===== config.mk =====
export PLATFORM = sky130hd
export DESIGN_NAME = nvmbw_dev_flat
export DESIGN_NICKNAME = d
export VERILOG_FILES = /design/src/verilog/nvmbw_pkg.sv /design/src/verilog/nvmbw_link_if.sv /design/src/verilog/nvmbw_dev.sv /design/src/flat_wrapper.sv
export SDC_FILE = /design/constraint.sdc
export NUM_CORES = 2
export LEC_CHECK = 0
export BUFFER_PORTS_ARGS = -buffer_cell sky130_fd_sc_hd__buf_2
export CAP_MARGIN = 40
export CORE_MARGIN = 2
export CORE_UTILIZATION = 40
export DETAILED_ROUTE_END_ITERATION = 10
export MAX_ROUTING_LAYER = met4
export PLACE_DENSITY = 0.55
export SETUP_SLACK_MARGIN = 0.1
export SYNTH_ARGS = -nofsm -noshare
export SYNTH_HDL_FRONTEND = slang
export SYNTH_SLANG_ARGS = --single-unit

===== constraint.sdc =====
create_clock -name CLK -period 90.9 [get_ports CLK]
set_input_delay 13.635 -clock CLK [delete_from_list [all_inputs] [get_ports CLK]]
set_output_delay 13.635 -clock CLK [all_outputs]
set_load 0.05 [all_outputs]

===== src/verilog/nvmbw_pkg.sv =====
// shared constants and types for the nvm block write controller and its core end
package nvmbw_pkg;

  // ----------------------------------------------------------------
  // timing
  // ----------------------------------------------------------------
  localparam int CLK_PERIOD_NS = 10;
  localparam int PROG_TIME_US = 2000;
  localparam int PWRT_TIME_US = 1000;
  localparam int PROG_CYCLES_DFLT = PROG_TIME_US * 1000 / CLK_PERIOD_NS;
  localparam int PWRT_CYCLES_DFLT = PWRT_TIME_US * 1000 / CLK_PERIOD_NS;
  localparam int TMR_W = 24;

  // ----------------------------------------------------------------
  // memory geometry
  // ----------------------------------------------------------------
  localparam int BLK_AW = 3;
  localparam int BLK_BYTES = 8;
  localparam int FLASH_BYTES = 256;
  localparam int EE_BYTES = 256;
  localparam logic [7:0] FLASH_LAST_ADDR = 8'hEF;
  localparam logic [7:0] EE_LAST_ADDR = 8'hEF;
  localparam logic [7:0] ERASED_BYTE = 8'hFF;

  // ----------------------------------------------------------------
  // device register indices and fields
  // ----------------------------------------------------------------
  localparam logic [3:0] REG_CTRL = 4'h0;
  localparam logic [3:0] REG_UNLOCK = 4'h1;
  localparam logic [3:0] REG_ADDR = 4'h2;
  localparam logic [3:0] REG_DATA = 4'h3;
  localparam logic [3:0] REG_TPTR = 4'h4;
  localparam logic [3:0] REG_TLAT = 4'h5;
  localparam logic [3:0] REG_STAT = 4'h6;
  localparam logic [3:0] REG_MASK = 4'h7;
  localparam int CTRL_RD = 0;
  localparam int CTRL_WR = 1;
  localparam int CTRL_WRITE_ENABLE_BIT = 2;
  localparam int CTRL_PFM = 3;
  localparam int CTRL_ERR = 4;
  localparam int STAT_DONE = 0;
  localparam int STAT_ERR = 1;
  localparam logic [7:0] UNLOCK_KEY1 = 8'h55;
  localparam logic [7:0] UNLOCK_KEY2 = 8'hAA;
  localparam logic [7:0] REG_RST = 8'h00;

  // ----------------------------------------------------------------
  // core end bus map
  // ----------------------------------------------------------------
  localparam logic [7:0] HOFS_CMD = 8'h00;
  localparam logic [7:0] HOFS_RESULT = 8'h04;
  localparam logic [7:0] HOFS_ISTAT = 8'h08;
  localparam logic [7:0] HOFS_IMASK = 8'h0C;
  localparam int CMD_KIND_LSB = 0;
  localparam int CMD_REG_LSB = 4;
  localparam int CMD_DATA_LSB = 8;
  localparam int RES_BUSY_BIT = 8;
  localparam int HIRQ_DONE = 0;
  localparam int HIRQ_DEV = 1;

  // ----------------------------------------------------------------
  // types
  // ----------------------------------------------------------------
  typedef enum logic [1:0] {
    ACC_RD = 2'h0,
    ACC_WR = 2'h1,
    ACC_TABLE_WRITE_INSTR = 2'h2
  } nvmbw_kind_t;

  typedef enum logic [2:0] {
    ST_IDLE = 3'b001,
    ST_FPROG = 3'b010,
    ST_EPROG = 3'b100
  } nvmbw_dstate_t;

  typedef enum logic [2:0] {
    ULK_NONE = 3'b001,
    ULK_HALF = 3'b010,
    ULK_FULL = 3'b100
  } nvmbw_ulk_t;

endpackage


===== src/verilog/nvmbw_link_if.sv =====
// link between the processor core end and the nvm controller
`timescale 1ns/10ps
`default_nettype none
interface nvmbw_link_if;
  import nvmbw_pkg::*;
  logic acc_valid;
  nvmbw_kind_t acc_kind;
  logic [3:0] acc_reg;
  logic [7:0] acc_wdata;
  logic acc_ack;
  logic [7:0] acc_rdata;
  logic cpu_stall;
  logic nvm_irq;

  modport dev (
    input acc_valid, acc_kind, acc_reg, acc_wdata,
    output acc_ack, acc_rdata, cpu_stall, nvm_irq
  );
  modport core (
    output acc_valid, acc_kind, acc_reg, acc_wdata,
    input acc_ack, acc_rdata, cpu_stall, nvm_irq
  );
endinterface
`default_nettype wire


===== src/verilog/nvmbw_dev.sv =====
// nvm block write controller: flash holding latches, eeprom, unlock and timing
`timescale 1ns/10ps
`default_nettype none
module nvmbw_dev #(
  parameter int PROG_CYCLES = nvmbw_pkg::PROG_CYCLES_DFLT,
  parameter int PWRT_CYCLES = nvmbw_pkg::PWRT_CYCLES_DFLT
) (
  input wire logic CLK,
  input wire logic RESET,
  nvmbw_link_if.dev LNK,
  input wire logic CFG_FLASH_WP,
  input wire logic CFG_EE_WP,
  input wire logic CFG_EE_CP,
  output logic PROG_BUSY,
  output logic PWRT_RUNNING
);
  import nvmbw_pkg::*;

  // ----------------------------------------------------------------
  // state
  // ----------------------------------------------------------------
  typedef struct packed {
    nvmbw_dstate_t state;
    nvmbw_ulk_t ulk;
    logic write_enable_bit;
    logic wr;
    logic program_flash;
    logic err;
    logic done;
    logic stat_err;
    logic [1:0] mask;
    logic [7:0] addr;
    logic [7:0] data;
    logic [7:0] tptr;
    logic [7:0] tlat;
    logic [BLK_BYTES-1:0][7:0] latch;
    logic [FLASH_BYTES-1:0][7:0] flash;
    logic [EE_BYTES-1:0][7:0] ee;
    logic [TMR_W-1:0] timer;
    logic [TMR_W-1:0] pwrt;
    logic pwrt_busy;
    logic [2:0] cfg_s1;
    logic [2:0] cfg_s2;
    logic ack;
    logic [7:0] rdata;
    logic stall;
    logic irq;
  } nvmbw_dev_st_t;

  localparam nvmbw_dev_st_t ST_RST = '{
    state: ST_IDLE,
    ulk: ULK_NONE,
    latch: '1,
    flash: '1,
    ee: '1,
    pwrt_busy: 1'b1,
    default: '0
  };
  localparam logic [TMR_W-1:0] PROG_LAST = TMR_W'(PROG_CYCLES - 1);
  localparam logic [TMR_W-1:0] PWRT_END = TMR_W'(PWRT_CYCLES);

  nvmbw_dev_st_t st_r;
  nvmbw_dev_st_t st_nxt;

  logic flash_wp;
  logic ee_wp;
  logic ee_cp;
  assign flash_wp = st_r.cfg_s2[0];
  assign ee_wp = st_r.cfg_s2[1];
  assign ee_cp = st_r.cfg_s2[2];

  // ----------------------------------------------------------------
  // next state
  // ----------------------------------------------------------------
  always_comb begin
    logic write_enable_bit_new;
    logic pfm_new;
    logic [7:0] rd_mux;
    write_enable_bit_new = 1'b0;
    pfm_new = 1'b0;
    rd_mux = REG_RST;
    st_nxt = st_r;
    st_nxt.ack = 1'b0;
    st_nxt.cfg_s1 = {CFG_EE_CP, CFG_EE_WP, CFG_FLASH_WP};
    st_nxt.cfg_s2 = st_r.cfg_s1;

    // power-up timer, gates eeprom starts
    if (st_r.pwrt != PWRT_END) begin
      st_nxt.pwrt = st_r.pwrt + 1'b1;
    end
    st_nxt.pwrt_busy = (st_nxt.pwrt != PWRT_END);

    case (LNK.acc_reg)
      REG_CTRL: rd_mux = {3'h0, st_r.err, st_r.program_flash, st_r.write_enable_bit, st_r.wr, 1'b0};
      REG_ADDR: rd_mux = st_r.addr;
      REG_DATA: rd_mux = st_r.data;
      REG_TPTR: rd_mux = st_r.tptr;
      REG_TLAT: rd_mux = st_r.tlat;
      REG_STAT: rd_mux = {6'h00, st_r.stat_err, st_r.done};
      REG_MASK: rd_mux = {6'h00, st_r.mask};
      default: rd_mux = REG_RST;
    endcase

    // ----------------------------------------------------------------
    // accesses from the core; none arrive while stalled
    // ----------------------------------------------------------------
    if (LNK.acc_valid && st_r.state != ST_FPROG) begin
      st_nxt.ack = 1'b1;
      st_nxt.ulk = ULK_NONE;
      case (LNK.acc_kind)
        ACC_RD: begin
          st_nxt.rdata = rd_mux;
        end
        ACC_TABLE_WRITE_INSTR: begin
          st_nxt.tlat = LNK.acc_wdata;
          st_nxt.latch[st_r.tptr[BLK_AW-1:0]] = LNK.acc_wdata;
        end
        ACC_WR: begin
          case (LNK.acc_reg)
            REG_UNLOCK: begin
              if (LNK.acc_wdata == UNLOCK_KEY1) begin
                st_nxt.ulk = ULK_HALF;
              end else if (LNK.acc_wdata == UNLOCK_KEY2 && st_r.ulk == ULK_HALF) begin
                st_nxt.ulk = ULK_FULL;
              end
            end
            REG_CTRL: begin
              write_enable_bit_new = LNK.acc_wdata[CTRL_WRITE_ENABLE_BIT];
              pfm_new = LNK.acc_wdata[CTRL_PFM];
              st_nxt.write_enable_bit = write_enable_bit_new;
              if (!st_r.wr) begin
                st_nxt.program_flash = pfm_new;
              end
              st_nxt.err = st_r.err & LNK.acc_wdata[CTRL_ERR];
              if (LNK.acc_wdata[CTRL_RD] && !pfm_new && !st_r.wr) begin
                st_nxt.data = ee_cp ? REG_RST : st_r.ee[st_r.addr];
              end
              if (LNK.acc_wdata[CTRL_WR] && !st_r.wr && st_r.ulk == ULK_FULL && write_enable_bit_new) begin
                if (pfm_new) begin
                  if (flash_wp || st_r.tptr > FLASH_LAST_ADDR) begin
                    st_nxt.err = 1'b1;
                    st_nxt.stat_err = 1'b1;
                  end else begin
                    st_nxt.state = ST_FPROG;
                    st_nxt.wr = 1'b1;
                    st_nxt.stall = 1'b1;
                    st_nxt.timer = '0;
                    st_nxt.ack = 1'b0;
                  end
                end else begin
                  if (ee_cp || ee_wp || st_r.addr > EE_LAST_ADDR || st_r.pwrt_busy) begin
                    st_nxt.err = 1'b1;
                    st_nxt.stat_err = 1'b1;
                  end else begin
                    st_nxt.state = ST_EPROG;
                    st_nxt.wr = 1'b1;
                    st_nxt.timer = '0;
                  end
                end
              end
            end
            REG_ADDR: st_nxt.addr = LNK.acc_wdata;
            REG_DATA: st_nxt.data = LNK.acc_wdata;
            REG_TPTR: st_nxt.tptr = LNK.acc_wdata;
            REG_TLAT: st_nxt.tlat = LNK.acc_wdata;
            REG_STAT: begin
              st_nxt.done = st_r.done & ~LNK.acc_wdata[STAT_DONE];
              st_nxt.stat_err = st_nxt.stat_err & ~LNK.acc_wdata[STAT_ERR];
            end
            REG_MASK: st_nxt.mask = LNK.acc_wdata[1:0];
            default: st_nxt.ulk = ULK_NONE;
          endcase
        end
        default: st_nxt.ulk = ULK_NONE;
      endcase
    end

    // ----------------------------------------------------------------
    // programming sequencer; completion sets done after any clear
    // ----------------------------------------------------------------
    case (st_r.state)
      ST_IDLE: begin
      end
      ST_FPROG: begin
        st_nxt.timer = st_r.timer + 1'b1;
        if (st_r.timer == PROG_LAST) begin
          for (int i = 0; i < BLK_BYTES; i++) begin
            st_nxt.flash[{st_r.tptr[7:BLK_AW], BLK_AW'(i)}] = st_r.latch[i];
          end
          st_nxt.latch = '1;
          st_nxt.wr = 1'b0;
          st_nxt.done = 1'b1;
          st_nxt.stall = 1'b0;
          st_nxt.ack = 1'b1;
          st_nxt.state = ST_IDLE;
        end
      end
      ST_EPROG: begin
        st_nxt.timer = st_r.timer + 1'b1;
        if (st_r.timer == PROG_LAST) begin
          st_nxt.ee[st_r.addr] = st_r.data;
          st_nxt.wr = 1'b0;
          st_nxt.done = 1'b1;
          st_nxt.state = ST_IDLE;
        end
      end
      default: st_nxt.state = ST_IDLE;
    endcase

    st_nxt.irq = |({st_nxt.stat_err, st_nxt.done} & st_nxt.mask);
  end

  // ----------------------------------------------------------------
  // registers
  // ----------------------------------------------------------------
  always_ff @(posedge CLK or posedge RESET) begin
    if (RESET) begin
      st_r <= ST_RST;
    end else begin
      st_r <= st_nxt;
    end
  end

  // ----------------------------------------------------------------
  // outputs
  // ----------------------------------------------------------------
  assign LNK.acc_ack = st_r.ack;
  assign LNK.acc_rdata = st_r.rdata;
  assign LNK.cpu_stall = st_r.stall;
  assign LNK.nvm_irq = st_r.irq;
  assign PROG_BUSY = st_r.wr;
  assign PWRT_RUNNING = st_r.pwrt_busy;

endmodule // nvmbw_dev
`default_nettype wire


===== src/flat_wrapper.sv =====
// flat-port wrapper written by rule: the top's interface ports become plain ports
module nvmbw_dev_flat import nvmbw_pkg::*;
#(
  parameter int PROG_CYCLES = nvmbw_pkg::PROG_CYCLES_DFLT,
  parameter int PWRT_CYCLES = nvmbw_pkg::PWRT_CYCLES_DFLT
)
  (CLK, RESET, CFG_FLASH_WP, CFG_EE_WP, CFG_EE_CP, PROG_BUSY, PWRT_RUNNING, LNK_acc_valid, LNK_acc_kind, LNK_acc_reg, LNK_acc_wdata, LNK_acc_ack, LNK_acc_rdata, LNK_cpu_stall, LNK_nvm_irq);
  nvmbw_link_if LNK_i ();
  input wire logic CLK;
  input wire logic RESET;
  input wire logic CFG_FLASH_WP;
  input wire logic CFG_EE_WP;
  input wire logic CFG_EE_CP;
  output logic PROG_BUSY;
  output logic PWRT_RUNNING;
  input wire logic [$bits(LNK_i.acc_valid)-1:0] LNK_acc_valid;
  input wire logic [$bits(LNK_i.acc_kind)-1:0] LNK_acc_kind;
  input wire logic [$bits(LNK_i.acc_reg)-1:0] LNK_acc_reg;
  input wire logic [$bits(LNK_i.acc_wdata)-1:0] LNK_acc_wdata;
  output wire logic [$bits(LNK_i.acc_ack)-1:0] LNK_acc_ack;
  output wire logic [$bits(LNK_i.acc_rdata)-1:0] LNK_acc_rdata;
  output wire logic [$bits(LNK_i.cpu_stall)-1:0] LNK_cpu_stall;
  output wire logic [$bits(LNK_i.nvm_irq)-1:0] LNK_nvm_irq;
  assign LNK_i.acc_valid = LNK_acc_valid;
  assign LNK_i.acc_kind = LNK_acc_kind;
  assign LNK_i.acc_reg = LNK_acc_reg;
  assign LNK_i.acc_wdata = LNK_acc_wdata;
  assign LNK_acc_ack = LNK_i.acc_ack;
  assign LNK_acc_rdata = LNK_i.acc_rdata;
  assign LNK_cpu_stall = LNK_i.cpu_stall;
  assign LNK_nvm_irq = LNK_i.nvm_irq;
  nvmbw_dev #(.PROG_CYCLES(PROG_CYCLES), .PWRT_CYCLES(PWRT_CYCLES)) u_core (.CLK(CLK), .RESET(RESET), .LNK(LNK_i), .CFG_FLASH_WP(CFG_FLASH_WP), .CFG_EE_WP(CFG_EE_WP), .CFG_EE_CP(CFG_EE_CP), .PROG_BUSY(PROG_BUSY), .PWRT_RUNNING(PWRT_RUNNING));
endmodule

# == Word-level counts from Yosys, hierarchy flattened ==
# Index checks and enable logic that the tools add are counted.
# classes
reduce_logical,43
addsub,2
n_mux,103
shifts,0
bitwise,7
n_eq_ne,24
n_mul,0
div_mod_pow,0
order_cmp,22
# ops
op,n
$bwmux 2048,9
$mux 2112,2
$demux 8 s5,8
$mux 24,9
$mux 8,17
$mux 110,1
$lt 8x9->1 const B,9
$ge 8x1->1 const B,9
$bmux 8 s8,1
$bwmux 64,1
$demux 8 s8,1
$mux 64,1
$pmux 8 s7,1
$add 24x1->24 const B,2
$ne 24x17->1 const B,2
$mux 3,11
$mux 1,32
$mux 32,1
$pmux 8 s2,2
$demux 8 s3,1
$eq 24x18->1 const B,1
$logic_and 1x1->1,17
$eq 4x3->1 const B,4
$gt 8x8->1 const B,2
33 further kinds,57
# word_totals
romBits,0
inputBits,20
output_inout_bits,13
latch_bits,0
ram_bits,0
mem_count,0
reg_bits,4272

# == Longest topological paths before layout ==
# depth
ltp_word,14
mapped_depth,11
mapped_depth_nobuf,8

# == Worst setup path after synthesis ==
# Ideal clock, no wire load.
# synth_path
path_kind,input-to-reg
startpoint,input LNK_acc_reg[1]
endpoint,register u_core.st_r[54] in the netlist's numbering
n_path_buf,3
path_slack_ps,75221
t_arrival_ps,15550
required_ps,90771
setup_time_ps,129
stages,10
cell_sequence,clkbuf_1 -> nor4_1 -> nand4b_1 -> or2_2 -> nor2b_1 -> clkbuf_1 -> nand2_1 -> clkbuf_1 -> o211ai_1 -> o31ai_1
# synth_via
elab_chain_len,3
# synth_lines
item,line,rtl
from (decl),flat_wrapper.sv:18,input wire logic [$bits(LNK_i.acc_reg)-1:0] LNK_acc_reg;
$logic_not 4->1,nvmbw_dev.sv:119,case (LNK.acc_reg)
$reduce_bool 2->1 (no line),--,
$reduce_and 6->1 (no line),--,
to (signal assigned),nvmbw_dev.sv:220,st_r <= st_nxt;
to (decl),nvmbw_dev.sv:62,nvmbw_dev_st_t st_r;
# Every way passes these cells.
# A chain may end at the register's enable or synchronous reset.

==> impl_metrics.json <==
{
  "cts.root.buffer_cell": "clkbuf_16",
  "io_pins": 33,
  "fmax_ghz": 0.0559,
  "rsz0062_at_grt": "false",
  "start_util_pct": 40.3,
  "startpoint_type": "input port",
  "regToRegSetupSlack_ps": 85010,
  "crit_start": "RESET",
  "die_area_um2": 255000,
  "critPathMaxStageDelay_ps": 750,
  "tightest_slew_ps": 1310,
  "chipWidth_um": 505,
  "whs_path_depth": 0,
  "clkTransAtPathRegs_ps": 60,
  "synthArstFlopShare_pct": 100,
  "postCtsResizedCells": 0,
  "slew_headroom_pct": 12.6,
  "coreArea_um2": 249000,
  "cts.hold.buffers_added": 0,
  "viasPerCell": 5.75,
  "final_util_pct": 45.2,
  "ys_seq_area_share_pct": 56.4,
  "placed_area_um2": 105000,
  "mostFrequentLayoutCell": "dfstp_2",
  "power_per_cell_area_nw_per_um2": 18.2,
  "antenna_found_initial": 6,
  "vias": 56500,
  "power.internal_mw": 1.56,
  "fp.dieH_um": 505,
  "finalHoldViolCount": 0,
  "leakage_nw": 43.1,
  "drc": 0,
  "drv_slew": 0,
  "synth_nets": 6386,
  "postRouteAntennaNets": 0,
  "ys.flop_type": "dfstp_2",
  "r2r_cells": 11,
  "period_needed_ps": 17900,
  "drive_gt1_share_pct": 81.9,
  "tns_ps": 0,
  "crit_fanout": 87,
  "yosys_warnings": 0,
  "netlist_area_um2": 100000,
  "place_inst": 9410,
  "dpl_worst_slack_ps": 71980,
  "worstPathRequired_ps": 91860,
  "fin_cells": 9831,
  "clock_skew_ps": 19.1,
  "post-route-period-util_pct": 19.7,
  "end_kind": "asynchronous set/reset pin",
  "netlist_instances": 6363,
  "setup_ws_ps": 73000,
  "wire_per_inst_um": 28.1,
  "grt_use_total_pct": 22.2,
  "worstHoldStart": "u_core.st_nxt[12]$_DFF_PP0_",
  "cap_violations": 0,
  "p_sw_share_pct": 24.2,
  "holdWs_ps": 353,
  "pwr-share-clk_pct": 45.9,
  "path_cells": "buf_2 > inv_8 > buf_4 > buf_4 > buf_16 > buf_4 > buf_12 > buf_4 > buf_16 > buf_4 > buf_4 > buf_16",
  "cts_made_buffers": 230,
  "setup_viol": 0,
  "port_buffers": 32,
  "postLayoutCellArea_um2": 113000,
  "critPathMostFrequentCell": "buf_4",
  "peakVddDrop_uv": 17.6,
  "dp_hpwl_um": 168000,
  "grt_pass1_wl_um": 416000,
  "avgSynthCellArea_um2": 15.8,
  "power_switching_mw": 0.497,
  "critical_path_arrival_ps": 18860,
  "grt_pass1_vias": 59600,
  "clk_latency_ps": 860,
  "synth_cell_type_count": 60,
  "fill_cells": 21900,
  "final_cell_mix": "2,051 x dfstp_2, 2,046 x mux2_2, 512 x mux4_2",
  "cts_htree_levels": 4,
  "power_frac_comb_pct": 6.5,
  "grt_max_degree": 186,
  "synth-edff-count": 0,
  "r2r_start": "u_core.st_r[4250]$_DFFE_PP0P_",
  "power_mw": 2.05,
  "dr.pass1.iters": 8,
  "place_congestion": 0.840,
  "nets": 6335,
  "hold_path_class": "reg2reg",
  "row_count": 183,
  "postCtsSetupBuffers": 0,
  "status": "finished clean",
  "critPathKind": "in2async",
  "ys_seq_elements": 2160,
  "cp_slowest_cell": "buf_4",
  "seq_power_share_pct": 47.5,
  "clock_path_buffers": 3,
  "tritoncts": "done",
  "syn2layout_area_growth_pct": 12.0,
  "overflow": 0,
  "first_iter_violations": 3883,
  "wirelength_um": 276000,
  "clock-sinks": 2160
}
-- cell usage after synthesis, drive strengths merged, types with 9 or more instances --
cell    number  share of area [%]
nand3       45               0.27
nand2      207               0.77
buf        115               0.56
clkbuf     359                1.3
o22ai       20               0.12
nand2b      12              0.075
and3         9              0.056
nor3        12              0.090
a21oi      136               0.68
a22oi      261                2.0
dfrtp      109                2.7
dfstp     2051                 54
nor2       189                1.2
nand4       14              0.087
o211ai      13              0.097
mux2      2076                 23
nor4        48               0.34
mux4       512                 11
nor2b       14              0.087
xnor2       20               0.17
o21ai       37               0.18
-- logic make-up (layout without fill, tap and decap cells) --
| group | Yosys count | in the layout | synth area share, % |
|---|---|---|---|
| and+or+nand+nor | 597 | 597 | 3.30 |
| buffers and inverters | 481 | 617 | 1.93 |
| other | 0 | 2 | 0 |
| adders and majority gates | 3 | 3 | 0.0374 |
| DFF | 2160 | 2160 | 56.4 |
| AOI/OAI and AO/OA | 501 | 501 | 3.31 |
| muxes | 2593 | 2593 | 34.8 |
| xor gates and xnor gates | 28 | 28 | 0.244 |
-- worst paths after layout --
kind / end
hold reg to reg: u_core.ee_wp$_DFF_PP0_
setup / recovery: u_core.st_r[551]$_DFFE_PP1P_
hold / removal: u_core.ee_wp$_DFF_PP0_
max in group CLK: u_core.st_r[63]$_DFFE_PP0P_
min in group asynchronous: u_core.st_r[1802]$_DFFE_PP1P_
setup reg to reg: u_core.st_r[4246]$_DFFE_PP0P_
-- layer usage --
layer  share of wire, %  up-vias  track usage (%)
met2                 47     1017             34.5
li1                   -    23800                -
met5                  0        -                -
met1                 47    31300             31.2
met4                2.0        0             4.84
met3                3.7      351             2.96
-- layout make-up --
type / count / area [µm²] / share of cell area, %
multi-input combinational: 3722 / 42000 / 37.3
timing repair buffer: 191 / 2070 / 1.84
clock buffer: 361 / 6990 / 6.21
sequential: 2160 / 56700 / 50.4
tap: 3330 / 4170 / 3.70
inverter: 7 / 33.8 / 0.0300
antenna: 2 / 5.00 / 0.00445
clock inverter: 58 / 607 / 0.539
-- worst max-delay path: cells and delay by family --
family                 cells  cell delay [ps]
buffers and inverters     12             4860
-- registers in the layout, summed over array words and instances, names as in the netlist --
signal	count
u_core.LNK.acc_ack	1
u_core.LNK.acc_rdata	8
u_core.LNK.cpu_stall	1
u_core.LNK.nvm_irq	1
u_core.PROG_BUSY	1
u_core.PWRT_RUNNING	1
u_core.ee_cp	1
u_core.ee_wp	1
u_core.flash_wp	1
u_core.st_nxt	3
u_core.st_r	2141
-- power by group through the flow --
stage | Clock, mW | Sequential [mW] | Combinational (mW)
final | 0.943 | 0.976 | 0.134
after global routing | 1.01 | 0.976 | 0.144
after CTS | 0.968 | 0.976 | 0.137
after detailed placement | 0 | 0.990 | 0.137
after floorplan | 0 | 0.976 | 0.0880
after global placement | 0 | 0.991 | 0.131
(Power assumes the default switching activity.)
